### src/rtl/usb_port_regs_defines.vh
// register offsets, field positions, reset values and timing for the usb port registers
`ifndef USB_PORT_REGS_DEFINES_VH
`define USB_PORT_REGS_DEFINES_VH
// ****************************************
// offsets (byte addresses)
// ****************************************
`define OFS_FRAME_NUMBER 8'h00
`define OFS_DEVICE_STATE 8'h04
`define OFS_FUNC_ADDRESS 8'h08
`define OFS_IRQ_ENABLE 8'h10
`define OFS_IRQ_DISABLE 8'h14
`define OFS_IRQ_MASK 8'h18
`define OFS_IRQ_STATUS 8'h1C
`define OFS_IRQ_CLEAR 8'h20
`define OFS_EP_RESET 8'h28
`define OFS_EP_CSR_BASE 8'h30
`define OFS_EP_FIFO_BASE 8'h50
`define OFS_TXV_CTRL 8'h74
// ****************************************
// fields
// ****************************************
`define SOF_ERROR_FLAG_BIT 16
`define SOF_GOOD_FLAG_BIT 17
`define ADDR_STATE_BIT 0
`define CONF_STATE_BIT 1
`define FEN_BIT 8
`define IRQ_SUSPEND_BIT 8
`define IRQ_RESUME_BIT 9
`define IRQ_SOF_BIT 11
`define IRQ_BUSRES_BIT 12
`define IRQ_WAKEUP_BIT 13
`define IRQ_MASKABLE 32'h0000_2B3F
`define IRQ_CLEARABLE 32'h0000_3B00
`define TXV_DISABLE_BIT 8
// ****************************************
// reset values
// ****************************************
`define RST_FUNC_ADDRESS 32'h0000_0100
`define RST_IRQ_MASK 32'h0000_1200
`define RST_TXV_CTRL 32'h0000_0100
// ****************************************
// timing
// ****************************************
`define CLK_HZ 125000000
`define SUSPEND_IDLE_US 3000
`define SUSPEND_CYCLES ((`CLK_HZ / 1000000) * `SUSPEND_IDLE_US)
`endif
### src/rtl/usb_device_port_regs.v
// usb full-speed device port register bank behind an axi4-lite slave
//
// Overview of operation
// - endpoint control/status registers from 0x030, word spaced
// - endpoint fifo data registers from 0x050, word spaced
// - load 11-bit frame index at frame packet end
// - frame error flag bit 16, cleared at next pid
// - frame good flag bit 17, cleared at next pid
// - frame-start interrupt raised at pid, not end
// - address flag: write 1 enters, 0 ignored
// - configured flag: write 1 enters, 0 leaves
// - 7-bit bus address, zero after reset
// - function enable bit 8 gates endpoint traffic
// - enable register: write 1 enables source
// - disable register: write 1 disables source
// - 3ms idle raises suspend interrupt, enters suspend
// - mask bit 12 unmaskable, always reads one
//
// Implementation choice: the AXI4-Lite register port.
`include "usb_port_regs_defines.vh"
module usb_device_port_regs #(
  parameter SUSPEND_CYCLES = `SUSPEND_CYCLES
) (
  input wire aclk,
  input wire aresetn,
  input wire [7:0] s_axi_awaddr,
  input wire [2:0] s_axi_awprot,
  input wire s_axi_awvalid,
  output reg s_axi_awready,
  input wire [31:0] s_axi_wdata,
  input wire [3:0] s_axi_wstrb,
  input wire s_axi_wvalid,
  output reg s_axi_wready,
  output reg [1:0] s_axi_bresp,
  output reg s_axi_bvalid,
  input wire s_axi_bready,
  input wire [7:0] s_axi_araddr,
  input wire [2:0] s_axi_arprot,
  input wire s_axi_arvalid,
  output reg s_axi_arready,
  output reg [31:0] s_axi_rdata,
  output reg [1:0] s_axi_rresp,
  output reg s_axi_rvalid,
  input wire s_axi_rready,
  input wire sof_pid_stb,
  input wire sof_eop_stb,
  input wire sof_crc_err,
  input wire [10:0] sof_frame_in,
  input wire bus_activity,
  input wire bus_reset_done_stb,
  input wire resume_stb,
  input wire wakeup_stb,
  input wire [5:0] ep_irq_in,
  output reg ep_traffic_en,
  output reg address_state_flag,
  output reg configured_state_flag,
  output reg [6:0] bus_address_value,
  output reg suspend_mode,
  output reg txv_disable,
  output reg [5:0] ep_reset_out
);

  // ****************************************
  // functions
  // ****************************************
  function [31:0] merge_bytes;
    input [31:0] old_v;
    input [31:0] new_v;
    input [3:0] strb;
    integer i;
    begin
      merge_bytes = old_v;
      for (i = 0; i < 4; i = i + 1)
        if (strb[i])
          merge_bytes[i*8 +: 8] = new_v[i*8 +: 8];
    end
  endfunction

  // binary endpoint index, 6 means no endpoint register hit
  function [2:0] ep_index;
    input [7:0] addr;
    input [7:0] base;
    reg [7:0] diff;
    begin
      diff = addr - base;
      if (addr >= base && diff[7:2] < 6'h06)
        ep_index = diff[4:2];
      else
        ep_index = 3'h6;
    end
  endfunction

  // ****************************************
  // state
  // ****************************************
  reg [10:0] frame_r;
  reg sof_error_flag_r;
  reg sof_good_flag_r;
  reg [31:0] irq_mask_r;
  reg [31:0] irq_sticky_r;
  reg [31:0] ep_csr_r [0:5];
  reg [31:0] ep_fifo_r [0:5];
  reg [31:0] txv_r;
  reg [31:0] suspend_cnt_r;
  reg [7:0] aw_addr_r;
  reg aw_held_r;
  reg [31:0] w_data_r;
  reg [3:0] w_strb_r;
  reg w_held_r;
  integer k;
  localparam [31:0] FADDR_RST_VAL = `RST_FUNC_ADDRESS;

  wire do_write = aw_held_r && w_held_r && !s_axi_bvalid;
  wire [7:0] wa = {aw_addr_r[7:2], 2'b00};
  wire [31:0] wmask = {{8{w_strb_r[3]}}, {8{w_strb_r[2]}}, {8{w_strb_r[1]}}, {8{w_strb_r[0]}}};
  wire [31:0] wbits = w_data_r & wmask;
  wire [2:0] w_csr_ix = ep_index(wa, `OFS_EP_CSR_BASE);
  wire [2:0] w_fifo_ix = ep_index(wa, `OFS_EP_FIFO_BASE);
  wire [31:0] irq_status = irq_sticky_r | {26'h0, ep_irq_in};
  wire suspend_hit = (suspend_cnt_r == SUSPEND_CYCLES - 1);

  // ****************************************
  // axi write channel
  // ****************************************
  // address and data are taken independently; ready drops while one is held
  always @(posedge aclk)
  begin
    if (!aresetn)
    begin
      s_axi_awready <= 1'b0;
      s_axi_wready <= 1'b0;
      s_axi_bvalid <= 1'b0;
      s_axi_bresp <= 2'b00;
      aw_held_r <= 1'b0;
      w_held_r <= 1'b0;
      aw_addr_r <= 8'h00;
      w_data_r <= 32'h0000_0000;
      w_strb_r <= 4'h0;
    end
    else
    begin
      s_axi_awready <= !aw_held_r && !(s_axi_awvalid && s_axi_awready);
      s_axi_wready <= !w_held_r && !(s_axi_wvalid && s_axi_wready);
      if (s_axi_awvalid && s_axi_awready)
      begin
        aw_held_r <= 1'b1;
        aw_addr_r <= s_axi_awaddr;
      end
      if (s_axi_wvalid && s_axi_wready)
      begin
        w_held_r <= 1'b1;
        w_data_r <= s_axi_wdata;
        w_strb_r <= s_axi_wstrb;
      end
      if (do_write)
      begin
        aw_held_r <= 1'b0;
        w_held_r <= 1'b0;
        s_axi_bvalid <= 1'b1;
        s_axi_bresp <= 2'b00;
      end
      else if (s_axi_bvalid && s_axi_bready)
        s_axi_bvalid <= 1'b0;
    end
  end

  // ****************************************
  // axi read channel
  // ****************************************
  reg [31:0] rd_val;
  reg [2:0] r_csr_ix;
  reg [2:0] r_fifo_ix;
  always @*
  begin
    rd_val = 32'h0000_0000;
    r_csr_ix = ep_index({s_axi_araddr[7:2], 2'b00}, `OFS_EP_CSR_BASE);
    r_fifo_ix = ep_index({s_axi_araddr[7:2], 2'b00}, `OFS_EP_FIFO_BASE);
    case ({s_axi_araddr[7:2], 2'b00})
      `OFS_FRAME_NUMBER: rd_val = {14'h0, sof_good_flag_r, sof_error_flag_r, 5'h00, frame_r};
      `OFS_DEVICE_STATE: rd_val = {30'h0, configured_state_flag, address_state_flag};
      `OFS_FUNC_ADDRESS: rd_val = {23'h0, ep_traffic_en, 1'b0, bus_address_value};
      `OFS_IRQ_MASK: rd_val = irq_mask_r | (32'h1 << `IRQ_BUSRES_BIT);
      `OFS_IRQ_STATUS: rd_val = irq_status;
      `OFS_EP_RESET: rd_val = {26'h0, ep_reset_out};
      `OFS_TXV_CTRL: rd_val = txv_r;
      default: rd_val = 32'h0000_0000;
    endcase
    if (r_csr_ix != 3'h6)
      rd_val = ep_csr_r[r_csr_ix];
    if (r_fifo_ix != 3'h6)
      rd_val = ep_fifo_r[r_fifo_ix];
  end

  // read data is captured at the address handshake, answered one cycle later
  always @(posedge aclk)
  begin
    if (!aresetn)
    begin
      s_axi_arready <= 1'b0;
      s_axi_rvalid <= 1'b0;
      s_axi_rdata <= 32'h0000_0000;
      s_axi_rresp <= 2'b00;
    end
    else
    begin
      s_axi_arready <= !s_axi_rvalid && !(s_axi_arvalid && s_axi_arready);
      if (s_axi_arvalid && s_axi_arready)
      begin
        s_axi_rvalid <= 1'b1;
        s_axi_rdata <= rd_val;
        s_axi_rresp <= 2'b00;
      end
      else if (s_axi_rvalid && s_axi_rready)
        s_axi_rvalid <= 1'b0;
    end
  end

  // ****************************************
  // frame number capture
  // ****************************************
  always @(posedge aclk)
  begin
    if (!aresetn)
    begin
      frame_r <= 11'h000;
      sof_error_flag_r <= 1'b0;
      sof_good_flag_r <= 1'b0;
    end
    else if (sof_eop_stb)
    begin
      frame_r <= sof_frame_in;
      sof_error_flag_r <= sof_crc_err;
      sof_good_flag_r <= !sof_crc_err;
    end
    else if (sof_pid_stb)
    begin
      sof_error_flag_r <= 1'b0;
      sof_good_flag_r <= 1'b0;
    end
  end

  // ****************************************
  // device state and function address
  // ****************************************
  // a bus reset drops the device back to default state; the address survives
  always @(posedge aclk)
  begin
    if (!aresetn)
    begin
      address_state_flag <= 1'b0;
      configured_state_flag <= 1'b0;
      bus_address_value <= 7'h00;
      ep_traffic_en <= FADDR_RST_VAL[`FEN_BIT];
    end
    else
    begin
      if (bus_reset_done_stb)
      begin
        address_state_flag <= 1'b0;
        configured_state_flag <= 1'b0;
      end
      else if (do_write && wa == `OFS_DEVICE_STATE && w_strb_r[0])
      begin
        if (w_data_r[`ADDR_STATE_BIT])
          address_state_flag <= 1'b1;
        configured_state_flag <= w_data_r[`CONF_STATE_BIT];
      end
      if (do_write && wa == `OFS_FUNC_ADDRESS)
      begin
        if (w_strb_r[0])
          bus_address_value <= w_data_r[6:0];
        if (w_strb_r[1])
          ep_traffic_en <= w_data_r[`FEN_BIT];
      end
    end
  end

  // ****************************************
  // interrupt mask and status
  // ****************************************
  // hardware sets win over a clear written in the same cycle
  reg [31:0] set_ev;
  always @*
  begin
    set_ev = 32'h0000_0000;
    set_ev[`IRQ_SOF_BIT] = sof_pid_stb;
    set_ev[`IRQ_SUSPEND_BIT] = suspend_hit && !suspend_mode;
    set_ev[`IRQ_RESUME_BIT] = resume_stb;
    set_ev[`IRQ_BUSRES_BIT] = bus_reset_done_stb;
    set_ev[`IRQ_WAKEUP_BIT] = wakeup_stb;
  end

  always @(posedge aclk)
  begin
    if (!aresetn)
    begin
      irq_mask_r <= `RST_IRQ_MASK;
      irq_sticky_r <= 32'h0000_0000;
    end
    else
    begin
      if (bus_reset_done_stb)
        irq_mask_r <= `RST_IRQ_MASK;
      else if (do_write && wa == `OFS_IRQ_ENABLE)
        irq_mask_r <= irq_mask_r | (wbits & `IRQ_MASKABLE);
      else if (do_write && wa == `OFS_IRQ_DISABLE)
        irq_mask_r <= irq_mask_r & ~(wbits & `IRQ_MASKABLE);
      if (do_write && wa == `OFS_IRQ_CLEAR)
        irq_sticky_r <= (irq_sticky_r & ~(wbits & `IRQ_CLEARABLE)) | set_ev;
      else
        irq_sticky_r <= irq_sticky_r | set_ev;
    end
  end

  // ****************************************
  // suspend detection
  // ****************************************
  // any bus activity restarts the idle count and leaves suspend
  always @(posedge aclk)
  begin
    if (!aresetn)
    begin
      suspend_cnt_r <= 32'h0000_0000;
      suspend_mode <= 1'b0;
    end
    else if (bus_activity)
    begin
      suspend_cnt_r <= 32'h0000_0000;
      suspend_mode <= 1'b0;
    end
    else if (suspend_hit)
      suspend_mode <= 1'b1;
    else
      suspend_cnt_r <= suspend_cnt_r + 32'h0000_0001;
  end

  // ****************************************
  // endpoint, endpoint reset and transceiver registers
  // ****************************************
  // endpoint control words are plain storage here; the endpoint engines own their meaning
  always @(posedge aclk)
  begin
    if (!aresetn)
    begin
      for (k = 0; k < 6; k = k + 1)
      begin
        ep_csr_r[k] <= 32'h0000_0000;
        ep_fifo_r[k] <= 32'h0000_0000;
      end
      ep_reset_out <= 6'h00;
      txv_r <= `RST_TXV_CTRL;
      txv_disable <= 1'b1;
    end
    else
    begin
      if (bus_reset_done_stb)
      begin
        for (k = 0; k < 6; k = k + 1)
          ep_csr_r[k] <= 32'h0000_0000;
      end
      else if (do_write && w_csr_ix != 3'h6)
        ep_csr_r[w_csr_ix] <= merge_bytes(ep_csr_r[w_csr_ix], w_data_r, w_strb_r);
      if (do_write && w_fifo_ix != 3'h6)
        ep_fifo_r[w_fifo_ix] <= merge_bytes(ep_fifo_r[w_fifo_ix], w_data_r, w_strb_r);
      if (do_write && wa == `OFS_EP_RESET && w_strb_r[0])
        ep_reset_out <= w_data_r[5:0];
      if (do_write && wa == `OFS_TXV_CTRL)
      begin
        txv_r <= merge_bytes(txv_r, w_data_r, w_strb_r) & (32'h1 << `TXV_DISABLE_BIT);
        if (w_strb_r[1])
          txv_disable <= w_data_r[`TXV_DISABLE_BIT];
      end
    end
  end

endmodule // usb_device_port_regs

### config.mk
export PLATFORM = sky130hd
export DESIGN_NAME = usb_device_port_regs
export DESIGN_NICKNAME = d
export VERILOG_FILES = /design/src/rtl/usb_device_port_regs.v
export VERILOG_INCLUDE_DIRS = /design/src /design/src/rtl
export SDC_FILE = /design/constraint.sdc
export NUM_CORES = 1
export LEC_CHECK = 0
export BUFFER_PORTS_ARGS = -buffer_cell sky130_fd_sc_hd__buf_2
export CORE_MARGIN = 4
export CORE_UTILIZATION = 45
export DETAILED_ROUTE_END_ITERATION = 7
export SYNTH_ARGS = -nofsm -noshare
export SYNTH_HDL_FRONTEND = slang
export SYNTH_SLANG_ARGS = --single-unit
### constraint.sdc
create_clock -name aclk -period 5.6 [get_ports aclk]
set_input_delay 0.84 -clock aclk [delete_from_list [all_inputs] [get_ports aclk]]
set_output_delay 0.84 -clock aclk [all_outputs]
set_load 0.005 [all_outputs]
Word level (Yosys, flattened, before mapping)
Memories as Yosys holds them, arrays and structs flattened.
Index checks and enable logic that the tools add are counted.
{"block": "totals", "reg_bits": 210, "latchBits": 0, "mem_bits_rw": 384, "rom_bits": 0, "input_bits": 89, "out_inout_bits": 59, "word_cells": 206, "n_memories": 2}
{"block": "classes", "n_addsub": 5, "mul": 0, "div": 0, "magnitude_cmp": 8, "n_eq_ne": 26, "n_shift": 0, "muxes": 68, "n_bitwise": 16, "reduce_logical": 57}
{"memory": "ep_csr_r", "depth": 6, "width": 32, "rd": 1, "rd_clocked_by_memory_dff": 0, "write_ports": 6, "line": "usb_device_port_regs.v:101", "source": "reg [31:0] ep_csr_r [0:5];"}
{"memory": "ep_fifo_r", "depth": 6, "width": 32, "rd": 1, "rd_clocked_by_memory_dff": 0, "write_ports": 6, "line": "usb_device_port_regs.v:102", "source": "reg [31:0] ep_fifo_r [0:5];"}
{"cell": "2-to-1 mux 32 bit", "count": 13}
{"cell": "2-to-1 mux 8 bit", "count": 28}
{"cell": "case mux 32 bit (7 select lines)", "count": 1}
{"cell": "bitwise OR 32 x 14 -> 32 bit", "count": 3}
{"cell": "bitwise AND 32 bit", "count": 2}
{"cell": "inverter 14 -> 32 bit", "count": 2}
{"cell": "OR reduction 32 bit", "count": 2}
{"cell": "adder 32 x 1 -> 32 bit (second input constant)", "count": 1}
{"cell": "equality test 32 x 19 -> 1 bit (second input constant)", "count": 1}
{"cell": "bitwise OR 32 x 6 -> 32 bit", "count": 1}
{"cell": "logical AND 1 bit", "count": 26}
{"cell": "equality test 6 x 3 -> 1 bit (second input constant)", "count": 4}
{"cell": "less-than comparator 6 x 3 -> 1 bit (second input constant)", "count": 4}
{"cell": "!= test 3 bit (second input constant)", "count": 8}
{"cell": "AND reduction 2 bit", "count": 12}
{"cell": "equality test 6 x 4 -> 1 bit (second input constant)", "count": 3}
{"cell": "2-to-1 mux 1 bit", "count": 18}
{"cell": "2-to-1 mux 3 bit", "count": 6}
{"cell": ">= comparator 8 x 6 -> 1 bit (second input constant)", "count": 2}
{"cell": ">= comparator 8 x 7 -> 1 bit (second input constant)", "count": 2}
{"cell": "!= test 4 bit (second input constant)", "count": 4}
{"cell": "subtractor 8 x 6 -> 8 bit (second input constant)", "count": 2}
{"cell": "subtractor 8 x 7 -> 8 bit (second input constant)", "count": 2}
{"cell": "bitwise AND 14 bit", "count": 1}
{"cell": "10 further kinds", "count": 32}

Depth between registers and ports, before layout
{"block": "depth", "word_depth": 13, "mapped_depth": 14, "ltp_nobuf": 9}

Worst setup path before layout
No wires, ideal clock.
{"block": "synth_path", "kind": "input to register", "start": "input s_axi_araddr[4]", "end": "register s_axi_rdata[29]", "setup_ns": 0.074, "t_arrival_ns": 3.490, "required_ns": 5.526, "slack_ns": 2.036, "stages": 13, "path_buffers": 4, "path_cell_list": "clkbuf_1 inv_1 clkbuf_1 ha_1 a21bo_2 nor4_4 nor2_2 or4_1 buf_2 buf_2 o22ai_1 nand2_1 a31oi_1"}
{"block": "synth_via", "elab_chain_len": 7, "word_cells_on_any_way": 24, "classes_between": "add/sub (2); order compare (4); eq/ne (8); mux (5); reduce/logical (3); memory (2)"}
{"item": "from (decl)", "line": "usb_device_port_regs.v:37", "source": "input wire [7:0] s_axi_araddr,"}
{"item": "subtractor 8 x 6 -> 8 bit", "line": "usb_device_port_regs.v:85", "source": "diff = addr - base;"}
{"item": "less-than comparator 6 x 3 -> 1 bit", "line": "usb_device_port_regs.v:86", "source": "if (addr >= base && diff[7:2] < 6'h06)"}
{"item": "logical AND 1 bit", "line": "usb_device_port_regs.v:86"}
{"item": "2-to-1 mux 3 bit", "line": "usb_device_port_regs.v:86"}
{"item": "memory (6 x 32 bit) or != test 3 bit (tied branches)"}
{"item": "2-to-1 mux 32 bit", "line": "usb_device_port_regs.v:188", "source": "if (r_csr_ix != 3'h6)"}
{"item": "2-to-1 mux 32 bit *", "line": "usb_device_port_regs.v:190", "source": "if (r_fifo_ix != 3'h6)"}
{"item": "to (signal assigned)", "line": "usb_device_port_regs.v:210", "source": "s_axi_rdata <= rd_val;"}
{"item": "to (decl)", "line": "usb_device_port_regs.v:41", "source": "output reg [31:0] s_axi_rdata,"}
Mark *: on every way between the ends. The rest lies on a longest branch, timed or not.
A chain may end at the register's enable or synchronous reset.

==> flow_metrics.env <==
export IMPL_status="completed"
export IMPL_vias=20808
export IMPL_io_pins=148
export IMPL_power_internal_w=0.00817
export IMPL_regToRegSetupSlack_ns=0.85
export IMPL_grtUsageTotal_pct=24.4
export IMPL_initial_core_util_pct=45.7
export IMPL_crit_fanout=21
export IMPL_fp_dieH_microns=259
export IMPL_clock_sinks=637
export IMPL_cp_arrival_ns=5.02
export IMPL_synth_edff_count=478
export IMPL_htree_levels=3
export IMPL_endpoint_kind="register"
export IMPL_pwr_share_clk_pct=44.0
export IMPL_tns_ns=0
export IMPL_avgSynthCellArea_sq_um=11.0
export IMPL_worst_ep_required_time_ns=5.86
export IMPL_route_detailed_drc=0
export IMPL_synth_top_area_share_pct=50.7
export IMPL_vias_per_cell=5.77
export IMPL_die_w_microns=259
export IMPL_finalCritPeriodShare_pct=84.9
export IMPL_fin_ws_ns=0.848
export IMPL_p_leak_nw=12.0
export IMPL_wl_mm=82.7
export IMPL_cts_tree="built"
export IMPL_p_per_area_nw_per_um2=329
export IMPL_yosys_area_top_type="edfxtp_1"
export IMPL_final_setup_viol_count=0
export IMPL_gp_congestion=0.877
export IMPL_ys_seq_area_share_pct=62.0
export IMPL_swShare_pct=23.1
export IMPL_startpoint_type="register"
export IMPL_slew_headroom_pct=14.2
export IMPL_wire_per_inst_microns=22.9
export IMPL_startpoint="aw_addr_r[4]"
export IMPL_clock_latency_ns=0.62
export IMPL_maxCapViolations=0
export IMPL_async_reset_ff_share_pct=0
export IMPL_skew_ns=0.0194
export IMPL_cts_inserted_buffers=68
export IMPL_port_buffer_count=133
export IMPL_antenna_found_initial=4
export IMPL_dr_pass1_iters=6
export IMPL_crit_type="register to register"
export IMPL_worstReg2RegStart="aw_addr_r[4]"
export IMPL_place_ws_ns=1.15
export IMPL_tightestPinTransition_ns=1.27
export IMPL_yosys_cell_types_count=78
export IMPL_synth_warnings=0
export IMPL_seq_power_share_pct=50.0
export IMPL_cts_hold_buf=0
export IMPL_clock_path_buffers=3
export IMPL_hold_viol=0
export IMPL_fin_nets=2812
export IMPL_postCtsSetupBuffers=0
export IMPL_grt_max_degree=85
export IMPL_finalPower_w=0.0106
export IMPL_max_freq_mhz=210
export IMPL_diodes=0
export IMPL_multi_input_area_sq_um=10100
export IMPL_synth_area_leaders="edfxtp_1, dfxtp_1, nor2_1"
export IMPL_grt_first_pass_wirelength_mm=126
export IMPL_slew_violations=0
export IMPL_min_period_ns=4.75
export IMPL_fillers=5536
export IMPL_antenna_left=0
export IMPL_utilization_pct=52.0
export IMPL_reg2reg_to="ep_fifo_r[2][10]"
export IMPL_synth_seq_cells=637
export IMPL_cts_root_buf="clkbuf_16"
export IMPL_fp_row_count=91
export IMPL_register_area_sq_um=17500
export IMPL_area_delta_synth_final_pct=13.9
export IMPL_vdd_drop_max_uv=223
export IMPL_dpl_hpwl_mm=58.9
export IMPL_cts_resized_gates=0
export IMPL_overflow=0
export IMPL_netlist_instances=2583
export IMPL_drt_iter0_markers=2141
export IMPL_dieArea_sq_um=67000
export IMPL_grt_pass1_vias=20298
export IMPL_clk_pin_slew_ns=0.06
export IMPL_grt_setup_unrepaired="no"
export IMPL_p_switching_w=0.00245
export IMPL_coreArea_sq_um=61900
export IMPL_syn_area_sq_um=28300
export IMPL_drive_above_1_share_pct=12.0
export IMPL_reg2reg_depth=10
export IMPL_hold_path_class="input pin to register"
export IMPL_pwr_share_comb_pct=6.0
export IMPL_critPathCapture="ep_fifo_r[2][10]"
export IMPL_synth_ff_type="edfxtp_1"
## final cells by class
type | instances | area share, %
sequential | 637 | 54.4
multi-input combinational | 1770 | 31.2
clock buffer | 92 | 6.21
timing repair buffer | 186 | 3.36
tap | 837 | 3.25
clock inverter | 34 | 1.04
inverter | 48 | 0.559
## cell families after synthesis
group                    after synthesis  share of synthesized area [%]
flip-flops                           637                           62.0
buffers and inverters                209                           3.03
other                                  1                         0.0132
adder cells (fa/ha/maj)               12                          0.530
AND/OR/NAND/NOR                     1055                           17.5
XOR/XNOR                              24                          0.743
AO/OA/AOI/OAI                        511                           11.4
multiplexers                         134                           4.82
## critical path: stages, from the launching register on
cell and delay [ns]:
dfxtp_1 0.84, inv_1 0.40, ha_1 0.34, nor4b_1 0.32, o21a_1 0.23, o211a_1 0.45
o41a_1 0.37, buf_4 0.32, and3_1 0.37, nand2_1 0.30, nand2_1 0.43
## how the worst min path moves through the flow
| stage | from | endpoint | cells after the start |
|---|---|---|---|
| after floorplan | w_data_r[11] | ep_csr_r[7][11] | 0 |
| after global placement | s_axi_rvalid | s_axi_arready | 1 |
| after detailed placement | s_axi_rvalid | s_axi_arready | 1 |
| after CTS | s_axi_wdata[3] | w_data_r[3] | 3 |
| after global routing | s_axi_wdata[3] | w_data_r[3] | 3 |
| final | s_axi_wdata[4] | w_data_r[4] | 3 |
## registers in the layout, summed over array words and instances (netlist names), 6 cells and up, named ones only
register and count:
ep_fifo_r 254, ep_csr_r 224, s_axi_rdata 32, suspend_cnt_r 32, w_data_r 32, frame_r 11
bus_address_value 7, aw_addr_r 6, ep_reset_out 6
## cells in the final DEF, fill, tap and decap left out, types with 7 or more instances in the layout
master / count
mux2_2: 18
and4_1: 7
xor2_1: 18
o221ai_1: 32
and2_1: 199
mux2i_1: 116
clkbuf_8: 8
nand3_1: 50
a221o_1: 7
a21oi_1: 153
buf_4: 52
nand2b_1: 13
o211ai_1: 12
clkinv_2: 11
a22oi_1: 9
buf_2: 132
dfxtp_1: 159
o22ai_1: 42
clkbuf_16: 74
nand4_1: 20
o21ai_0: 124
nor3_1: 38
inv_1: 47
nor2b_1: 20
nand2_1: 299
ha_1: 12
edfxtp_1: 478
conb_1: 34
a31oi_1: 14
nor2_1: 350
or3_1: 9
nor4_1: 7
and3_1: 11
clkbuf_1: 9
a211oi_1: 38
a221oi_1: 18
## stage by stage
stage	instances	hold WS, ns	cell area [sq um]
after floorplan	2616	0.406	28400
after global placement	3478	0.441	29900
after detailed placement	3478	0.454	29900
after CTS	3604	0.429	32200
after global routing	3604	0.448	32200
final	3604	0.461	32200
## routing by layer
layer | global-route usage (%) | routed length (microns) | vias to the layer above
li1 | - | - | 9559
met1 | 34.4 | 35200 | 10215
met2 | 38.8 | 38300 | 891
met3 | 4.60 | 7140 | 137
met4 | 7.26 | 2030 | 6
met5 | 0 | 34 | -
## cells in the mapped netlist (21+ instances only)
cell type / instances
edfxtp_1: 478
nor3_1: 38
inv_1: 47
a211oi_1: 38
a21oi_1: 154
o21ai_0: 125
nand2_1: 299
nor2b_1: 21
o22ai_1: 42
o221ai_1: 32
clkbuf_1: 108
nor2_1: 350
and2_1: 200
nand3_1: 50
mux2i_1: 116
dfxtp_1: 159
buf_2: 31
## power by group through the flow
stage | combinational (W) | clock, W | sequential [W]
floorplan | 0.000396 | 0 | 0.00536
global placement | 0.000620 | 0 | 0.00540
detailed placement | 0.000630 | 0 | 0.00541
CTS | 0.000631 | 0.00473 | 0.00531
global route | 0.000689 | 0.00493 | 0.00533
finish | 0.000639 | 0.00467 | 0.00531
Power figures use the tool's default switching activity.
